$ cat src/hdl/indicator_map.vh
`ifndef INDICATOR_MAP_VH
`define INDICATOR_MAP_VH
// ****************************************************************
// register byte offsets
// ****************************************************************
`define OFS_CTRL      8'h00
`define OFS_ADDR      8'h04
`define OFS_OUT1      8'h08
`define OFS_OUT2      8'h0C
`define OFS_ALCFG     8'h10
`define OFS_THR0      8'h14
`define OFS_THR5      8'h28
`define OFS_SERVAL    8'h2C
`define OFS_STATUS    8'h30
`define OFS_DISP      8'h34
`define OFS_INT_STS   8'h38
`define OFS_INT_CLR   8'h3C
`define OFS_INT_EN    8'h40
`define OFS_EDIT      8'h44
// ****************************************************************
// threshold slots
// ****************************************************************
`define THR_1ON       3'd0
`define THR_1OFF      3'd1
`define THR_2ON       3'd2
`define THR_2OFF      3'd3
`define THR_ALHI      3'd4
`define THR_ALLO      3'd5
// ****************************************************************
// fields
// ****************************************************************
`define CTRL_SERIAL   0
`define CTRL_FN_LO    1
`define CTRL_FN_HI    3
`define CTRL_FORCE    4
`define OUT_KIND_LO   8
`define OUT_KIND_HI   9
`define OUT_ERR       10
`define AL_DEL_LO     16
`define AL_DEL_HI     29
`define EDIT_COMMIT   0
`define EDIT_CANCEL   1
// ****************************************************************
// encodings
// ****************************************************************
`define FN_NONE       3'd0
`define FN_TWO        3'd1
`define FN_THREE      3'd2
`define FN_CTL_AL     3'd3
`define FN_AL_COMMON  3'd4
`define FN_AL_INDIV   3'd5
`define KIND_LOW      2'd0
`define KIND_HIGH     2'd1
`define KIND_PP       2'd2
`define EV_OUT1       0
`define EV_OUT2       1
`define EV_ALARM      2
`define EV_EDIT_TO    3
`define EV_BUS_INIT   4
`define EV_W          5
// ****************************************************************
// reset values and limits
// ****************************************************************
`define ADDR_MAX      8'hEF
`define ADDR_RESET    8'h00
`define DEL_MIN       8'h01
`define DEL_MAX       8'hC8
`define DEL_RESET     8'h01
// ****************************************************************
// timing
// ****************************************************************
`define CLK_KHZ       10000
`define T_STEP_MS     10
`define STEP_CYCLES   (`T_STEP_MS * `CLK_KHZ)
`define T_SEC_MS      1000
`define SEC_STEPS     (`T_SEC_MS / `T_STEP_MS)
`define T_EDIT_S      60
`define EDIT_STEPS    (`T_EDIT_S * `SEC_STEPS)
`endif

$ cat src/hdl/output_control.v
// Summary of operation
// [RL1] serial mode ignores the measured input; display comes from serial value
// [RL2] switching and alarms keep working on the displayed value
// [RL3] bus address is held within 0 to 239
// [RL4] master bus initialisation resets the stored bus address
// [RL5] six output functions select what drives outputs 1 and 2
// [RL6] settings for outputs unused by the function are not accepted; the output 1 error state is taken under every function
// [RL7] controller outputs delay 0.01 s to 2.00 s in 0.01 s steps
// [RL8] drive kind per controller output: low side, high side, push-pull
// [RL9] on error each output takes its configured preferred state
// [RL10] three-level mode gives output 2 its own delay, kind, error state
// [RL11] alarm outputs are active without alarm, inactive with alarm
// [RL12] push-pull alarm high without alarm; switches closed without alarm
// [RL13] individual alarm mode uses one shared alarm drive kind
// [RL14] thresholds stay adjustable separately from output configuration
// [RL15] controller turns on at its on point, off at its off point; the code switches only once the value lies strictly beyond the point
// [RL16] alarm raised only after its condition persists for the alarm delay
// [RL17] threshold editing idle over 60 s is dropped unsaved
// [RL18] output follows only after the new condition persisted for the delay
`timescale 1ns/1ps
`default_nettype none
`include "indicator_map.vh"
module output_control #(
  parameter [31:0] STEP_CYCLES = `STEP_CYCLES,
  parameter [13:0] SEC_STEPS   = `SEC_STEPS,
  parameter [13:0] EDIT_STEPS  = `EDIT_STEPS
) (
  input  wire        mclk,
  input  wire        rst_n,
  input  wire        ce,
  input  wire        psel,
  input  wire        penable,
  input  wire        pwrite,
  input  wire [7:0]  paddr,
  input  wire [31:0] pwdata,
  output wire        pready,
  output reg  [31:0] prdata,
  output wire        pslverr,
  input  wire [15:0] meas_value,
  input  wire        meas_error,
  input  wire        bus_init,
  output reg         out1_o,
  output reg         out1_oe,
  output reg         out2_o,
  output reg         out2_oe,
  output wire        irq
);
  // ****************************************************************
  // helpers
  // ****************************************************************
  function [7:0] clamp_del;
    input [7:0] d;
    begin
      if (d < `DEL_MIN) clamp_del = `DEL_MIN;
      else if (d > `DEL_MAX) clamp_del = `DEL_MAX;
      else clamp_del = d;
    end
  endfunction
  function [1:0] clamp_kind;
    input [1:0] k;
    begin
      clamp_kind = (k > `KIND_PP) ? `KIND_PP : k;
    end
  endfunction
  // heating when on point at or below off point, cooling otherwise
  function ctl_next;
    input        cur;
    input [15:0] v;
    input [15:0] on_pt;
    input [15:0] off_pt;
    begin
      ctl_next = cur;
      if ($signed(on_pt) <= $signed(off_pt)) begin
        if ($signed(v) < $signed(on_pt)) ctl_next = 1'b1; // RL15
        else if ($signed(v) > $signed(off_pt)) ctl_next = 1'b0; // RL15
      end else begin
        if ($signed(v) > $signed(on_pt)) ctl_next = 1'b1; // RL15
        else if ($signed(v) < $signed(off_pt)) ctl_next = 1'b0; // RL15
      end
    end
  endfunction
  // returns {oe, o}; a switch that is open is not driven
  function [1:0] pin_drive;
    input [1:0] kind;
    input       act;
    begin
      case (kind)
        `KIND_LOW:  pin_drive = {act, 1'b0}; // RL8
        `KIND_HIGH: pin_drive = {act, act}; // RL8
        `KIND_PP:   pin_drive = {1'b1, act}; // RL8
        default:    pin_drive = 2'b00;
      endcase
    end
  endfunction
  // ****************************************************************
  // registers
  // ****************************************************************
  reg        serial_reg;
  reg [2:0]  fn_reg;
  reg        force_err_reg;
  reg [7:0]  addr_reg;
  reg [7:0]  del1_reg;
  reg [1:0]  kind1_reg;
  reg        err1_reg;
  reg [7:0]  del2_reg;
  reg [1:0]  kind2_reg;
  reg        err2_reg;
  reg [1:0]  al_kind_reg;
  reg [13:0] al_del_reg;
  reg [15:0] serval_reg;
  reg [15:0] thr_live [0:5];
  reg [15:0] thr_edit [0:5];
  reg        edit_reg;
  reg [13:0] idle_reg;
  reg [`EV_W-1:0] int_sts_reg;
  reg [`EV_W-1:0] int_en_reg;
  reg [31:0] step_cnt_reg;
  reg [13:0] sec_cnt_reg;
  reg        ctl1_reg;
  reg        ctl2_reg;
  reg        alarm_any_reg;
  integer    i;
  wire [7:0] a = {paddr[7:2], 2'b00};
  wire wr_en  = psel & penable & pwrite & ce;
  wire rd_set = psel & ~penable & ~pwrite & ce;
  wire thr_hit = (a >= `OFS_THR0) && (a <= `OFS_THR5);
  wire [2:0] thr_idx = a[4:2] - 3'd5;
  wire mapped = (a <= `OFS_EDIT);
  wire fn_uses2 = (fn_reg == `FN_THREE); // RL10
  wire fn_alarm = (fn_reg >= `FN_CTL_AL) && (fn_reg <= `FN_AL_INDIV);
  assign pready  = ce;
  assign pslverr = psel & penable & ~mapped;
  // ****************************************************************
  // time base
  // ****************************************************************
  wire step_tick = (step_cnt_reg == STEP_CYCLES - 32'd1);
  wire sec_tick  = step_tick && (sec_cnt_reg == SEC_STEPS - 14'd1);
  always @(posedge mclk or negedge rst_n) begin
    if (!rst_n) begin
      step_cnt_reg <= 32'h0000_0000;
      sec_cnt_reg  <= 14'h0000;
    end else if (ce) begin
      step_cnt_reg <= step_tick ? 32'h0000_0000 : step_cnt_reg + 32'd1;
      if (sec_tick) sec_cnt_reg <= 14'h0000;
      else if (step_tick) sec_cnt_reg <= sec_cnt_reg + 14'd1;
    end
  end
  // ****************************************************************
  // value path and evaluation
  // ****************************************************************
  wire [15:0] disp_value = serial_reg ? serval_reg : meas_value; // RL1
  wire        err_now = force_err_reg | (meas_error & ~serial_reg);
  wire        max_cond = $signed(disp_value) > $signed(thr_live[4]); // RL2
  wire        min_cond = $signed(disp_value) < $signed(thr_live[5]); // RL2
  wire        want1 = ctl_next(ctl1_reg, disp_value, thr_live[0],
                               thr_live[1]);
  wire        want2 = ctl_next(ctl2_reg, disp_value, thr_live[2],
                               thr_live[3]);
  wire        max_al;
  wire        min_al;
  wire        d1;
  wire        d2;
  persist_filter u_del1 (
    .mclk(mclk), .rst_n(rst_n), .ce(ce), .tick(step_tick),
    .cond(ctl1_reg), .delay({6'h00, del1_reg}), .state(d1)); // RL7 RL18
  persist_filter u_del2 (
    .mclk(mclk), .rst_n(rst_n), .ce(ce), .tick(step_tick),
    .cond(ctl2_reg), .delay({6'h00, del2_reg}), .state(d2)); // RL7 RL10
  persist_filter u_amax (
    .mclk(mclk), .rst_n(rst_n), .ce(ce), .tick(sec_tick),
    .cond(max_cond), .delay(al_del_reg), .state(max_al)); // RL16
  persist_filter u_amin (
    .mclk(mclk), .rst_n(rst_n), .ce(ce), .tick(sec_tick),
    .cond(min_cond), .delay(al_del_reg), .state(min_al)); // RL16
  // ****************************************************************
  // output function mapping
  // ****************************************************************
  reg       act1;
  reg       act2;
  reg [1:0] k1;
  reg [1:0] k2;
  always @* begin
    act1 = 1'b0;
    act2 = 1'b0;
    k1 = kind1_reg;
    k2 = kind2_reg;
    case (fn_reg)
      `FN_TWO: begin
        act1 = d1; // RL5
      end
      `FN_THREE: begin
        act1 = d1; // RL5
        act2 = d2; // RL10
      end
      `FN_CTL_AL: begin
        act1 = d1;
        act2 = ~(max_al | min_al); // RL11
        k2 = al_kind_reg; // RL12
      end
      `FN_AL_COMMON: begin
        act2 = ~(max_al | min_al); // RL11
        k2 = al_kind_reg; // RL12
      end
      `FN_AL_INDIV: begin
        act1 = ~max_al; // RL11
        act2 = ~min_al; // RL11
        k1 = al_kind_reg; // RL13
        k2 = al_kind_reg; // RL13
      end
      default: begin
        act1 = 1'b0;
      end
    endcase
    if (err_now) begin
      act1 = err1_reg; // RL9
      act2 = err2_reg; // RL9
    end
  end
  wire [1:0] pd1 = pin_drive(k1, act1);
  wire [1:0] pd2 = pin_drive(k2, act2);
  wire       alarm_any = fn_alarm & (max_al | min_al);
  // ****************************************************************
  // interrupt events
  // ****************************************************************
  reg out1_act_q;
  reg out2_act_q;
  reg [`EV_W-1:0] ev;
  wire idle_to = edit_reg && (idle_reg >= EDIT_STEPS);
  always @* begin
    ev = {`EV_W{1'b0}};
    ev[`EV_OUT1]    = (act1 != out1_act_q);
    ev[`EV_OUT2]    = (act2 != out2_act_q);
    ev[`EV_ALARM]   = alarm_any & ~alarm_any_reg;
    ev[`EV_EDIT_TO] = idle_to;
    ev[`EV_BUS_INIT] = bus_init;
  end
  assign irq = |(int_sts_reg & int_en_reg);
  always @(posedge mclk or negedge rst_n) begin
    if (!rst_n) begin
      out1_o <= 1'b0;
      out1_oe <= 1'b0;
      out2_o <= 1'b0;
      out2_oe <= 1'b0;
      out1_act_q <= 1'b0;
      out2_act_q <= 1'b0;
      ctl1_reg <= 1'b0;
      ctl2_reg <= 1'b0;
      alarm_any_reg <= 1'b0;
    end else if (ce) begin
      {out1_oe, out1_o} <= pd1;
      {out2_oe, out2_o} <= pd2;
      out1_act_q <= act1;
      out2_act_q <= act2;
      ctl1_reg <= want1;
      ctl2_reg <= want2;
      alarm_any_reg <= alarm_any;
    end
  end
  // ****************************************************************
  // register writes
  // ****************************************************************
  always @(posedge mclk or negedge rst_n) begin
    if (!rst_n) begin
      serial_reg <= 1'b0;
      fn_reg <= `FN_NONE;
      force_err_reg <= 1'b0;
      addr_reg <= `ADDR_RESET;
      del1_reg <= `DEL_RESET;
      kind1_reg <= `KIND_LOW;
      err1_reg <= 1'b0;
      del2_reg <= `DEL_RESET;
      kind2_reg <= `KIND_LOW;
      err2_reg <= 1'b0;
      al_kind_reg <= `KIND_LOW;
      al_del_reg <= 14'h0000;
      serval_reg <= 16'h0000;
      edit_reg <= 1'b0;
      idle_reg <= 14'h0000;
      int_sts_reg <= {`EV_W{1'b0}};
      int_en_reg <= {`EV_W{1'b0}};
      for (i = 0; i < 6; i = i + 1) begin
        thr_live[i] <= 16'h0000;
        thr_edit[i] <= 16'h0000;
      end
    end else if (ce) begin
      // a set in the same cycle as its clear is kept
      int_sts_reg <= (int_sts_reg &
        ~((wr_en && a == `OFS_INT_CLR) ? pwdata[`EV_W-1:0] :
          {`EV_W{1'b0}})) | ev;
      if (edit_reg && step_tick) idle_reg <= idle_reg + 14'd1;
      if (idle_to) begin
        edit_reg <= 1'b0; // RL17
        idle_reg <= 14'h0000;
      end
      if (wr_en) begin
        case (a)
          `OFS_CTRL: begin
            serial_reg <= pwdata[`CTRL_SERIAL];
            fn_reg <= (pwdata[`CTRL_FN_HI:`CTRL_FN_LO] > `FN_AL_INDIV) ?
                      fn_reg : pwdata[`CTRL_FN_HI:`CTRL_FN_LO]; // RL5
            force_err_reg <= pwdata[`CTRL_FORCE];
          end
          `OFS_ADDR: begin
            addr_reg <= (pwdata[7:0] > `ADDR_MAX) ? `ADDR_MAX :
                        pwdata[7:0]; // RL3
          end
          `OFS_OUT1: begin
            if (fn_reg != `FN_NONE && fn_reg != `FN_AL_COMMON &&
                fn_reg != `FN_AL_INDIV) begin // RL6
              del1_reg <= clamp_del(pwdata[7:0]); // RL7
              kind1_reg <= clamp_kind(
                pwdata[`OUT_KIND_HI:`OUT_KIND_LO]);
            end
            err1_reg <= pwdata[`OUT_ERR];
          end
          `OFS_OUT2: begin
            if (fn_uses2) begin // RL6 RL10
              del2_reg <= clamp_del(pwdata[7:0]);
              kind2_reg <= clamp_kind(
                pwdata[`OUT_KIND_HI:`OUT_KIND_LO]);
            end
            if (fn_reg != `FN_NONE && fn_reg != `FN_TWO) begin
              err2_reg <= pwdata[`OUT_ERR];
            end
          end
          `OFS_ALCFG: begin
            if (fn_alarm) begin // RL6
              al_kind_reg <= clamp_kind(pwdata[1:0]);
              al_del_reg <= (pwdata[`AL_DEL_HI:`AL_DEL_LO] > 14'd9999) ?
                            14'd9999 : pwdata[`AL_DEL_HI:`AL_DEL_LO];
            end
          end
          `OFS_SERVAL: begin
            serval_reg <= pwdata[15:0];
          end
          `OFS_INT_EN: begin
            int_en_reg <= pwdata[`EV_W-1:0];
          end
          `OFS_EDIT: begin
            edit_reg <= 1'b0;
            idle_reg <= 14'h0000;
            for (i = 0; i < 6; i = i + 1) begin
              if (pwdata[`EDIT_COMMIT] && edit_reg && !idle_to)
                thr_live[i] <= thr_edit[i]; // RL14
            end
          end
          default: begin
            if (thr_hit) begin
              if (!edit_reg || idle_to) begin
                for (i = 0; i < 6; i = i + 1)
                  thr_edit[i] <= thr_live[i];
              end
              thr_edit[thr_idx] <= pwdata[15:0]; // RL14
              edit_reg <= 1'b1;
              idle_reg <= 14'h0000;
            end
          end
        endcase
      end
      if (bus_init) addr_reg <= `ADDR_RESET; // RL4
    end
  end
  // ****************************************************************
  // register reads
  // ****************************************************************
  always @(posedge mclk or negedge rst_n) begin
    if (!rst_n) begin
      prdata <= 32'h0000_0000;
    end else if (rd_set) begin
      case (a)
        `OFS_CTRL:    prdata <= {27'h000_0000, force_err_reg, fn_reg,
                                 serial_reg};
        `OFS_ADDR:    prdata <= {24'h00_0000, addr_reg};
        `OFS_OUT1:    prdata <= {21'h00_0000, err1_reg, kind1_reg,
                                 del1_reg};
        `OFS_OUT2:    prdata <= {21'h00_0000, err2_reg, kind2_reg,
                                 del2_reg};
        `OFS_ALCFG:   prdata <= {2'b00, al_del_reg, 14'h0000,
                                 al_kind_reg};
        `OFS_SERVAL:  prdata <= {16'h0000, serval_reg};
        `OFS_STATUS:  prdata <= {24'h00_0000, 1'b0, edit_reg, err_now,
                                 min_al, max_al, d2, out2_act_q,
                                 out1_act_q};
        `OFS_DISP:    prdata <= {16'h0000, disp_value};
        `OFS_INT_STS: prdata <= {27'h000_0000, int_sts_reg};
        `OFS_INT_EN:  prdata <= {27'h000_0000, int_en_reg};
        `OFS_EDIT:    prdata <= {31'h0000_0000, edit_reg};
        default: begin
          if (thr_hit)
            prdata <= {16'h0000, edit_reg ? thr_edit[thr_idx] :
                                            thr_live[thr_idx]};
          else
            prdata <= 32'h0000_0000;
        end
      endcase
    end
  end
endmodule // output_control
`default_nettype wire

$ cat src/hdl/persist_filter.v
`timescale 1ns/1ps
`default_nettype none
module persist_filter (
  input  wire        mclk,
  input  wire        rst_n,
  input  wire        ce,
  input  wire        tick,
  input  wire        cond,
  input  wire [13:0] delay,
  output wire        state
);
  reg        state_reg;
  reg [13:0] cnt_reg;
  assign state = state_reg;
  // the new condition must hold without a break for the delay
  always @(posedge mclk or negedge rst_n) begin
    if (!rst_n) begin
      state_reg <= 1'b0;
      cnt_reg   <= 14'h0000;
    end else if (ce) begin
      if (cond == state_reg) begin
        cnt_reg <= 14'h0000;
      end else if (delay == 14'h0000) begin
        state_reg <= cond;
      end else if (tick) begin
        if (cnt_reg + 14'h0001 >= delay) begin
          state_reg <= cond;
          cnt_reg   <= 14'h0000;
        end else begin
          cnt_reg <= cnt_reg + 14'h0001;
        end
      end
    end
  end
endmodule // persist_filter
`default_nettype wire
$ cat config.mk
export PLATFORM = sky130hd
export DESIGN_NAME = output_control
export DESIGN_NICKNAME = d
export VERILOG_FILES = /design/src/hdl/output_control.v /design/src/hdl/persist_filter.v
export VERILOG_INCLUDE_DIRS = /design/src /design/src/hdl
export SDC_FILE = /design/constraint.sdc
export NUM_CORES = 1
export LEC_CHECK = 0
export ABC_CLOCK_PERIOD_IN_PS = 6970
export BUFFER_PORTS_ARGS = -buffer_cell sky130_fd_sc_hd__buf_2
export CAP_MARGIN = 20
export CORE_MARGIN = 8
export CORE_UTILIZATION = 60
export DETAILED_ROUTE_END_ITERATION = 8
export GPL_ROUTABILITY_DRIVEN = 0
export PLACE_DENSITY_LB_ADDON = 0.15
export SETUP_SLACK_MARGIN = 0.3
export SKIP_LAST_GASP = 1
export SYNTH_ARGS = -nofsm -noshare
export SYNTH_HDL_FRONTEND = slang
export SYNTH_SLANG_ARGS = --single-unit
export TNS_END_PERCENT = 20
$ cat constraint.sdc
create_clock -name mclk -period 6.97 [get_ports mclk]
set_clock_uncertainty 0.1 [all_clocks]
set_input_delay 0.697 -clock mclk [delete_from_list [all_inputs] [get_ports mclk]]
set_output_delay 0.697 -clock mclk [all_outputs]
set_load 0.05 [all_outputs]
# --- Yosys cells after proc, flatten, opt, wreduce, memory -nomap -nowiden ---
# Cells that the tools add are included.
# W data, S select, Z words.
classes:
  n_lt_le_gt_ge: 31
  bitwise: 31
  n_mux: 86
  n_addsub: 8
  n_reduce_logical: 67
  n_eq_ne: 37
op_table:
  columns: ["operator", "n"]
  rows:
  - ["$mux W96", 5]
  - ["$pmux W30 S11", 1]
  - ["$mux W14", 23]
  - ["$mux W16", 8]
  - ["$bmux W16 S3", 2]
  - ["$bwmux W96", 1]
  - ["$add A14 B1 Y14 const B", 6]
  - ["$gt A16 B16 Y1", 5]
  - ["$lt A16 B16 Y1", 5]
  - ["$demux W16 S3", 1]
  - ["$mux W8", 6]
  - ["$reduce_and A4 Y1", 11]
  - ["$logic_not A14 Y1", 3]
  - ["$reduce_and A3 Y1", 11]
  - ["$add A32 B1 Y32 const B", 1]
  - ["$eq A32 B17 Y1 const B", 1]
  - ["$le A16 B16 Y1", 2]
  - ["$mux W32", 1]
  - ["$eq A6 B4 Y1 const B", 5]
  - ["$ge A14 B14 Y1", 2]
  - ["$ge A14 B8 Y1", 2]
  - ["$pmux W14 S2", 1]
  - ["$reduce_bool A2 Y1", 14]
  - ["$mux W1", 27]
  - ["53 further kinds", 116]
word_totals:
  regBits: 431
  word_cells: 309
  out_inout_bits: 39

# --- Logic depth before layout (Yosys ltp) ---
# Gate-level depths: netlist of the first run.
depth:
  depth_word: 9
  depth_mapped: 15

# --- Cells and area by module ---
# From an unflattened synthesis of the first run, not the netlist that was laid out.
unflattened:
  cells_unflattened: 2997
  area_unflattened_um2: 26755.7
by_module_without_submodules:
  columns: ["module", "area_per_inst_um2", "n_inst", "cells_per_inst"]
  rows:
  - ["output_control", 21104.0, 1, 2310]
  - ["persist_filter (u_amax ...)", 1425.1, 3, 174]
  - ["persist_filter (u_del2)", 1376.3, 1, 165]

# --- Worst setup path after synthesis of the first run ---
# No wires, ideal clock.
synth_path:
  path_kind: "register to register"
  start: "reg u_amin.cnt_reg[0]"
  end: "reg u_amin.cnt_reg[2]"
  n_path_buf: 1
  slack_ps: 3635
  t_arrival_ps: 3109
  setup_ps: 126
  stages_incl_launch_ff: 16
  required_time_ps: 6744
  cell_sequence: "dfrtp_1 > ha_1 > and3_1 > nand3_1 > nor2_1 > and3_1 > nand3_1 > xnor2_1 > ha_1 > nand2_1 > nor2_1 > nand2_1 > o21ai_1 > nor3_4 > buf_6 > a221o_1"
synth_via:
  elab_chain_len: 6
synth_lines:
  columns: ["item", "line_no", "source"]
  rows:
  - ["start: declaration", "persist_filter.v:13", "reg [13:0] cnt_reg;"]
  - ["start signal: assignment", "persist_filter.v:30", "cnt_reg <= cnt_reg + 14'h0001;"]
  - ["$add A14 B1 Y14 (*)", "persist_filter.v:26, persist_filter.v:30", null]
  - ["$ge A14 B14 Y1", "persist_filter.v:26", "if (cnt_reg + 14'h0001 >= delay) begin"]
  - ["$mux W14 (*)", "persist_filter.v:26", null]
  - ["$mux W14 (*)", "persist_filter.v:25", "end else if (tick) begin"]
  - ["$mux W14 (*)", "persist_filter.v:23", "end else if (delay == 14'h0000) begin"]
  - ["$mux W14 (*)", "persist_filter.v:21", "if (cond == state_reg) begin"]
# Every way passes the cells marked *; elsewhere a longest branch is shown, timed or not. The select of a mux whose other input is x is not followed.
# A chain may end at the register's enable or synchronous reset.

# --- Worst setup path in the final report of the first run ---
layout_path:
  start: "reg serial_reg"
  end: "reg u_amax.cnt_reg[3]"
layout_via:
  elab_chain_len: 5
  elab_cells_between_ends: 7
  cone_classes: "order compare (1); eq/ne (2); mux (2); reduce/logical (2)"
layout_lines:
  columns: ["item", "line_no", "source"]
  rows:
  - ["start: declaration", "output_control.v:98", "reg serial_reg;"]
  - ["start signal: assignment", "output_control.v:298", "serial_reg <= pwdata[`CTRL_SERIAL];"]
  - ["$mux W16 (*)", "output_control.v:151", "wire [15:0] disp_value = serial_reg ? serval_reg : meas_value;"]
  - ["$gt A16 B16 Y1 (*)", "output_control.v:153", "wire max_cond = $signed(disp_value) > $signed(thr_live[4]);"]
  - ["$eq A1 B1 Y1 (*)", "persist_filter.v:21", null]
  - ["$ne A2 B1 Y1 (no source line) or $reduce_bool A2 Y1 (tied branches)", null, null]
  - ["$reduce_and A3 Y1 (no source line)", null, null]
  - ["end signal: assignment", "persist_filter.v:30", null]
  - ["end: declaration", "persist_filter.v:13", null]
# Every way passes the cells marked *; elsewhere a longest branch is shown, timed or not.

==> results of run 1 <==
-- synth_stat cells, types with 17 or more instances --
cell,instances
nand4_1,53
dfrtp_1,427
xnor2_1,55
nand2b_1,17
nand3_1,58
o211ai_1,56
o21ai_0,208
clkbuf_1,82
o22ai_1,118
nor3_1,36
mux2_2,61
xor2_1,31
mux2i_1,22
buf_2,47
and2_1,28
ha_1,184
inv_1,159
nor2b_1,26
a22o_1,20
o31ai_1,20
and3_1,37
nor2_1,222
nand2_1,322
a21oi_1,168
-- placed cells by master, fill, tap and decap left out, types with 14 or more instances in the layout --
cell type  netlist  layout
dfrtp_1        427     426
nand2_1        322     322
nor2_1         222     222
o21ai_0        208     208
ha_1           184     183
a21oi_1        168     168
inv_1          159     159
o22ai_1        118     118
buf_2           47      95
mux2_2          61      61
nand3_1         58      58
o211ai_1        56      56
xnor2_1         55      55
nand4_1         53      53
clkbuf_16        0      49
and3_1          37      37
nor3_1          36      36
buf_4            5      34
xor2_1          31      30
and2_1          28      28
nor2b_1         26      26
mux2i_1         22      22
a22o_1          20      20
o31ai_1         20      20
nand2b_1        17      17
clkbuf_8         0      17
a222oi_1        15      15
a31oi_1         15      15
o311ai_0        15      15
a21o_1          14      14
or3_1           14      14
-- cell families after synthesis --
logic type / after synthesis / synth area share (%)
other cells: 1 / 0.01448
fa+ha+maj: 184 / 8.889
flops: 429 / 41.46
xor+xnor: 87 / 3.014
mux: 93 / 4.285
simple gates: 907 / 17.37
buf+inv: 307 / 4.894
compound gates: 802 / 20.08
-- power by group through the flow --
stage,combinational [uW],clock [uW],sequential [uW]
floorplan,491,0,2830
global placement,822,0,2820
detailed placement,846,0,2820
CTS,850,2670,2780
global route,928,2760,2800
finish,867,2650,2790
-- per-stage QoR --
| step | utilization, % | hold slack, ns |
|---|---|---|
| after floorplan | - | 0.3014 |
| after global placement | 62.52 | 0.3541 |
| after detailed placement | 62.52 | 0.3628 |
| after CTS | 66.35 | 0.1031 |
| after global routing | 66.40 | 0.1386 |
| final | 66.40 | 0.05716 |
-- worst max path at each step --
stage                     slack, ns  cells past startpoint         startpoint                 to
after floorplan                3.63                     15  u_amin.cnt_reg[0]  u_amin.cnt_reg[2]
after global placement         2.55                      9           paddr[2]       thr_edit[54]
after detailed placement       2.51                      9         serial_reg  u_amax.cnt_reg[3]
after CTS                      2.50                      9         serial_reg  u_amax.cnt_reg[3]
after global routing           2.33                      9         serial_reg  u_amax.cnt_reg[3]
final                          2.40                      9         serial_reg  u_amax.cnt_reg[3]
-- worst max-delay path, delay by kind of cell (launching register included) --
family / cells / cell delay, ns
and+or+nand+nor: 3 / 1.32
adders and majority gates: 1 / 0.37
AOI/OAI and AO/OA: 3 / 0.82
xor gates and xnor gates: 1 / 0.27
DFF: 1 / 1.00
muxes: 1 / 0.53
-- final cells by class --
type,instances,area (um2)
Fill cell,3393,14410
Multi-Input combinational cell,2075,13940
Sequential cell,429,10740
Clock buffer,71,1479
Timing Repair Buffer,134,817.0
Tap cell,585,732.0
Inverter,160,600.6
Clock inverter,14,161.4
Antenna cell,2,5.005
-- layer usage --
metal / wire [um] / vias to the layer above / GRT usage (%)
met2: 36740 / 1195 / 49.93
li1: - / 10325 / -
met4: 5127 / 4 / 18.03
met3: 7590 / 327 / 7.193
met5: 30 / - / 0
met1: 32080 / 11225 / 40.76
==> run_results.csv, run 1 <==
group,metric,value,unit
sta,timing.final.crit_share,65.50,%
sta,rsz0062_at_grt,"false",
drt,vias_per_cell,6.650,
drt,postRouteAntennaNets,0,
cts,cts_tree,"done",
critical_path,r2r_cells,9,
sta,maxSlewViolCount,0,
critical_path,regToRegEndpoint,"u_amax.cnt_reg[3]",
cts,clk_pin_slew,0.06,ns
drt,drt-initial-drc-count,2984,
power,power_density,221.3,nW/um2
yosys,synth_top_area_share,41.26,%
sta,min_period,4.565,ns
critical_path,start_kind,"flip-flop",
drt,wl_per_cell,23.51,um
drt,vias,23076,
cts,holdBufCountCts,0,
finish,fin_area,28480,um2
yosys,ys_seq_elements,429,
yosys,ys_types,105,
critical_path,r2r_slack,2.40,ns
yosys,syn_inst,2810,
min_path,hold_path.class,"in2async",
status,status,"completed",
critical_path,critPathSlowestCell,"dfrtp_1",
global_routing,grt_max_degree,143,
finish,syn2layout_area_growth,9.952,%
yosys,synth_edf_count,0,
power,total_power,6303,uW
power,p_clk_share,42.0,%
finish,drive_above_1_share,12.24,%
power,ir_drop,0.2085,mV
global_routing,antenna_found_initial,4,
sta,fin_ws,2.405,ns
cts,htreeDepth,2,
yosys,ys_dominant_reg_cell,"dfrtp_1",
cts,post_cts_buffers,0,
die,die_w,223.8,um
global_routing,overflow,0,
drt,wirelength,81.56,mm
drt,dr.pass1.iters,8,
place,dpl.cell_count,3381,
global_routing,track_usage,31.92,%
power,switching_power,1821,uW
die,fp.coreArea,42890,um2
die,ios,103,
cts,clock_latency,0.61,ns
critical_path,end_kind,"flip-flop",
critical_path,required,7.32,ns
critical_path,r2r_start,"serial_reg",
sta,hold_violations,0,
die,fp.dieArea,50070,um2
sta,setup_violations,0,
sta,fmax,0.2190,GHz
die,rows,76,
yosys,yosys.area.top_type,"dfrtp_1",
power,p_int,4482,uW
power,p_seq_share,44.3,%
critical_path,worstPathMaxFanout,19,
sta,worst_pin_slew,1.166,ns
cts,cts_resized,0,
place,dpl.hpwl,56.89,mm
place,portBuffers,96,
yosys,ys_seq_area_share,41.46,%
finish,stdcell_count,3470,
yosys,ys_warn_count,0,
die,start_util,60.39,%
die,dieHeight,223.8,um
global_routing,grt_pass1_vias,22393,
critical_path,cp.arrival,4.92,ns
critical_path,cp_slowest_stage_delay,1.00,ns
place,dp_slack,2.512,ns
yosys,syn_avg_cell_area,9.217,um2
cts,cts_num_sinks,429,
place,placed_area,26810,um2
cts,cts_buffers,48,
global_routing,grt_pass1_wl,126.8,mm
power,pwr-share-comb,13.8,%
yosys,synth_area_leaders,"dfrtp_1, ha_1, nand2_1",
critical_path,path_cells,"mux2_2 > ha_1 > nand4_1 > or3_1 > a211oi_1 > o31a_1 > nor2b_1 > xnor2_4 > o22ai_1",
finish,nets,3096,
cts,cts_root_buf,"clkbuf_16",
cts,cts_buffer_depth,3,
drt,drc,0,
yosys,async_flop_share,100.0,%
job,drv_cap,0,
sta,fin_tns_setup,0,ns
critical_path,critPathKind,"reg2reg",
power,p_leak,0.01327,uW
sta,relSlewSlack,22.28,%
power,swShare,28.90,%
yosys,synth_area,25900,um2
Power figures use the tool's default switching activity.
==> inputs of run 2 (changes only) <==
- ABC_CLOCK_PERIOD_IN_PS: 6970 -> 4000
- CORE_UTILIZATION: 60 -> 57
- clock period: 6.97 -> 4 ns (I/O delays scaled with it)
==> run_results.csv, run 2 (synthesis results as in run 1) <==
group,metric,value,unit
sta,relSlewSlack,20.87,%
critical_path,crit_buf_inv,1,
critical_path,path_cells,"ha_2 > nand3_1 > or2_2 > nor3_1 > xnor2_1 > ha_1 > o21ai_0 > o21ai_0 > a21oi_1 > o31ai_2 > nor2_4 > buf_12 > nand2_1 > o22ai_1",
cts,cts_root_buf,"clkbuf_16",
sta,timing.final.crit_share,90.82,%
cts,cts_tree,"done",
drt,postRouteAntennaNets,0,
global_routing,grt_max_degree,109,
drt,wl_per_cell,23.54,um
die,fp.dieArea,52510,um2
power,total_power,10960,uW
sta,min_period,3.633,ns
drt,vias,23108,
die,start_util,57.44,%
drt,drc,0,
critical_path,end_kind,"flip-flop",
drt,wirelength,83.06,mm
critical_path,cp.arrival,4.03,ns
cts,clock_latency,0.60,ns
cts,cts_num_sinks,429,
power,swShare,28.92,%
power,ir_drop,0.3236,mV
critical_path,path_common_cell,"o21ai_0",
critical_path,start_kind,"flip-flop",
die,fp.coreArea,45090,um2
critical_path,cp_slowest_stage_delay,0.45,ns
finish,syn2layout_area_growth,11.60,%
die,ios,103,
sta,worst_pin_slew,1.187,ns
place,dpl.hpwl,58.83,mm
sta,maxSlewViolCount,0,
job,drv_cap,0,
power,power_density,379.3,nW/um2
drt,drt-initial-drc-count,2870,
critical_path,critPathSlowestCell,"dfrtp_1",
cts,htreeDepth,2,
critical_path,crit_family,"simple AND/OR/NAND/NOR gates",
power,p_seq_share,44.3,%
global_routing,antenna_found_initial,5,
sta,fin_ws,0.3674,ns
cts,clk_pin_slew,0.06,ns
place,dp_slack,0.2815,ns
finish,fin_util,64.11,%
global_routing,track_usage,30.71,%
finish,nets,3136,
min_path,hold_path.class,"in2reg",
global_routing,grt_pass1_wl,129.6,mm
die,dieHeight,229.2,um
sta,fin_tns_setup,0,ns
die,rows,78,
critical_path,required,4.39,ns
drt,vias_per_cell,6.550,
cts,cts_buffer_depth,3,
critical_path,worstPathMaxFanout,12,
finish,drive_above_1_share,12.99,%
sta,hold_violations,0,
global_routing,overflow,0,
sta,setup_violations,0,
critical_path,critPathKind,"reg2reg",
sta,fmax,0.2753,GHz
finish,final_common_cell,"dfrtp_1",
place,portBuffers,96,
drt,dr.pass1.iters,9,
power,switching_power,3170,uW
cts,cts_buffers,47,
global_routing,grt_pass1_vias,22677,
power,pwr-share-comb,14.1,%
sta,rsz0062_at_grt,"true",
power,p_leak,0.01346,uW
status,status,"completed",
power,p_clk_share,41.7,%
power,p_int,7793,uW
sta,holdWs,0.1279,ns
finish,final_cell_mix,"dfrtp_1, nand2_1, nor2_1",
die,die_w,229.2,um
run 2: changes by cell type in the layout (fill, tap and decap cells not counted), moves of 5 or more:
cell | previous run | this run
buf_4 | 34 | 55
clkbuf_8 | 17 | 11
buf_12 | 3 | 8
clkbuf_1 | 5 | 13
dlygate4sd3_1 | 0 | 16
run 2: layout make-up:
class                   count  area [um2]
multi-input cells        2075       13980
flip-flops and latches    429       10740
diodes                      3       7.507
inverters                 160       600.6
clock buffers              73        1426
repair buffers            175        1224
well taps                 600       750.7
clock inverters            13       175.2
fillers                  3727       16180
run 2: stage by stage:
stage	cell area, um2	std cells
6_report	28900	3528
4_1_cts	28810	3519
2_1_floorplan	25900	2811
5_1_grt	28900	3526
3_5_place_dp	27040	3417
3_3_place_gp	27040	3417
run 2: final timing paths:
check,from,to,slack (ns),cells after the start
min in group asynchronous,rst_n,step_cnt_reg[30],0.31,2
worst max register to register,u_amax.cnt_reg[0],u_amax.cnt_reg[3],0.37,14
max in group asynchronous,rst_n,edit_reg,2.27,3
worst min-delay path,pwdata[8],kind1_reg[0],0.13,3
worst max-delay path,u_amax.cnt_reg[0],u_amax.cnt_reg[3],0.37,14
worst min register to register,prdata[16],prdata[16],0.36,2
run 2: routing by layer:
| layer | global-route usage, % | vias up | routed length [um] |
|---|---|---|---|
| met2 | 48.83 | 1223 | 37810 |
| met5 | 0 | - | 40 |
| met1 | 39.84 | 11173 | 33070 |
| met4 | 14.58 | 6 | 4468 |
| met3 | 6.415 | 310 | 7668 |
| li1 | - | 10396 | - |
run 2: power groups by stage:
stage / combinational [uW] / clock, uW / sequential (uW)
finish: 1540 / 4570 / 4850
global route: 1660 / 4760 / 4880
CTS: 1510 / 4600 / 4840
detailed placement: 1490 / 0 / 4910
global placement: 1460 / 0 / 4900
floorplan: 855 / 0 / 4940
run 2: tightest hold or removal path, stage by stage:
cell      delay, ns
buf_2          0.18
nand2b_1       0.12
o21ai_0        0.07
run 2: timing repair:
| item | CTS | global route |
|---|---|---|
| endpoints found under the setup margin | 6 | 29 |
| buffers inserted | 0 | 5 |
| gates resized for setup | 1 | 8 |
| hold buffers | 16 | 0 |
| pin swaps | 0 | 3 |
| hold endpoints to repair | 118 | 0 |
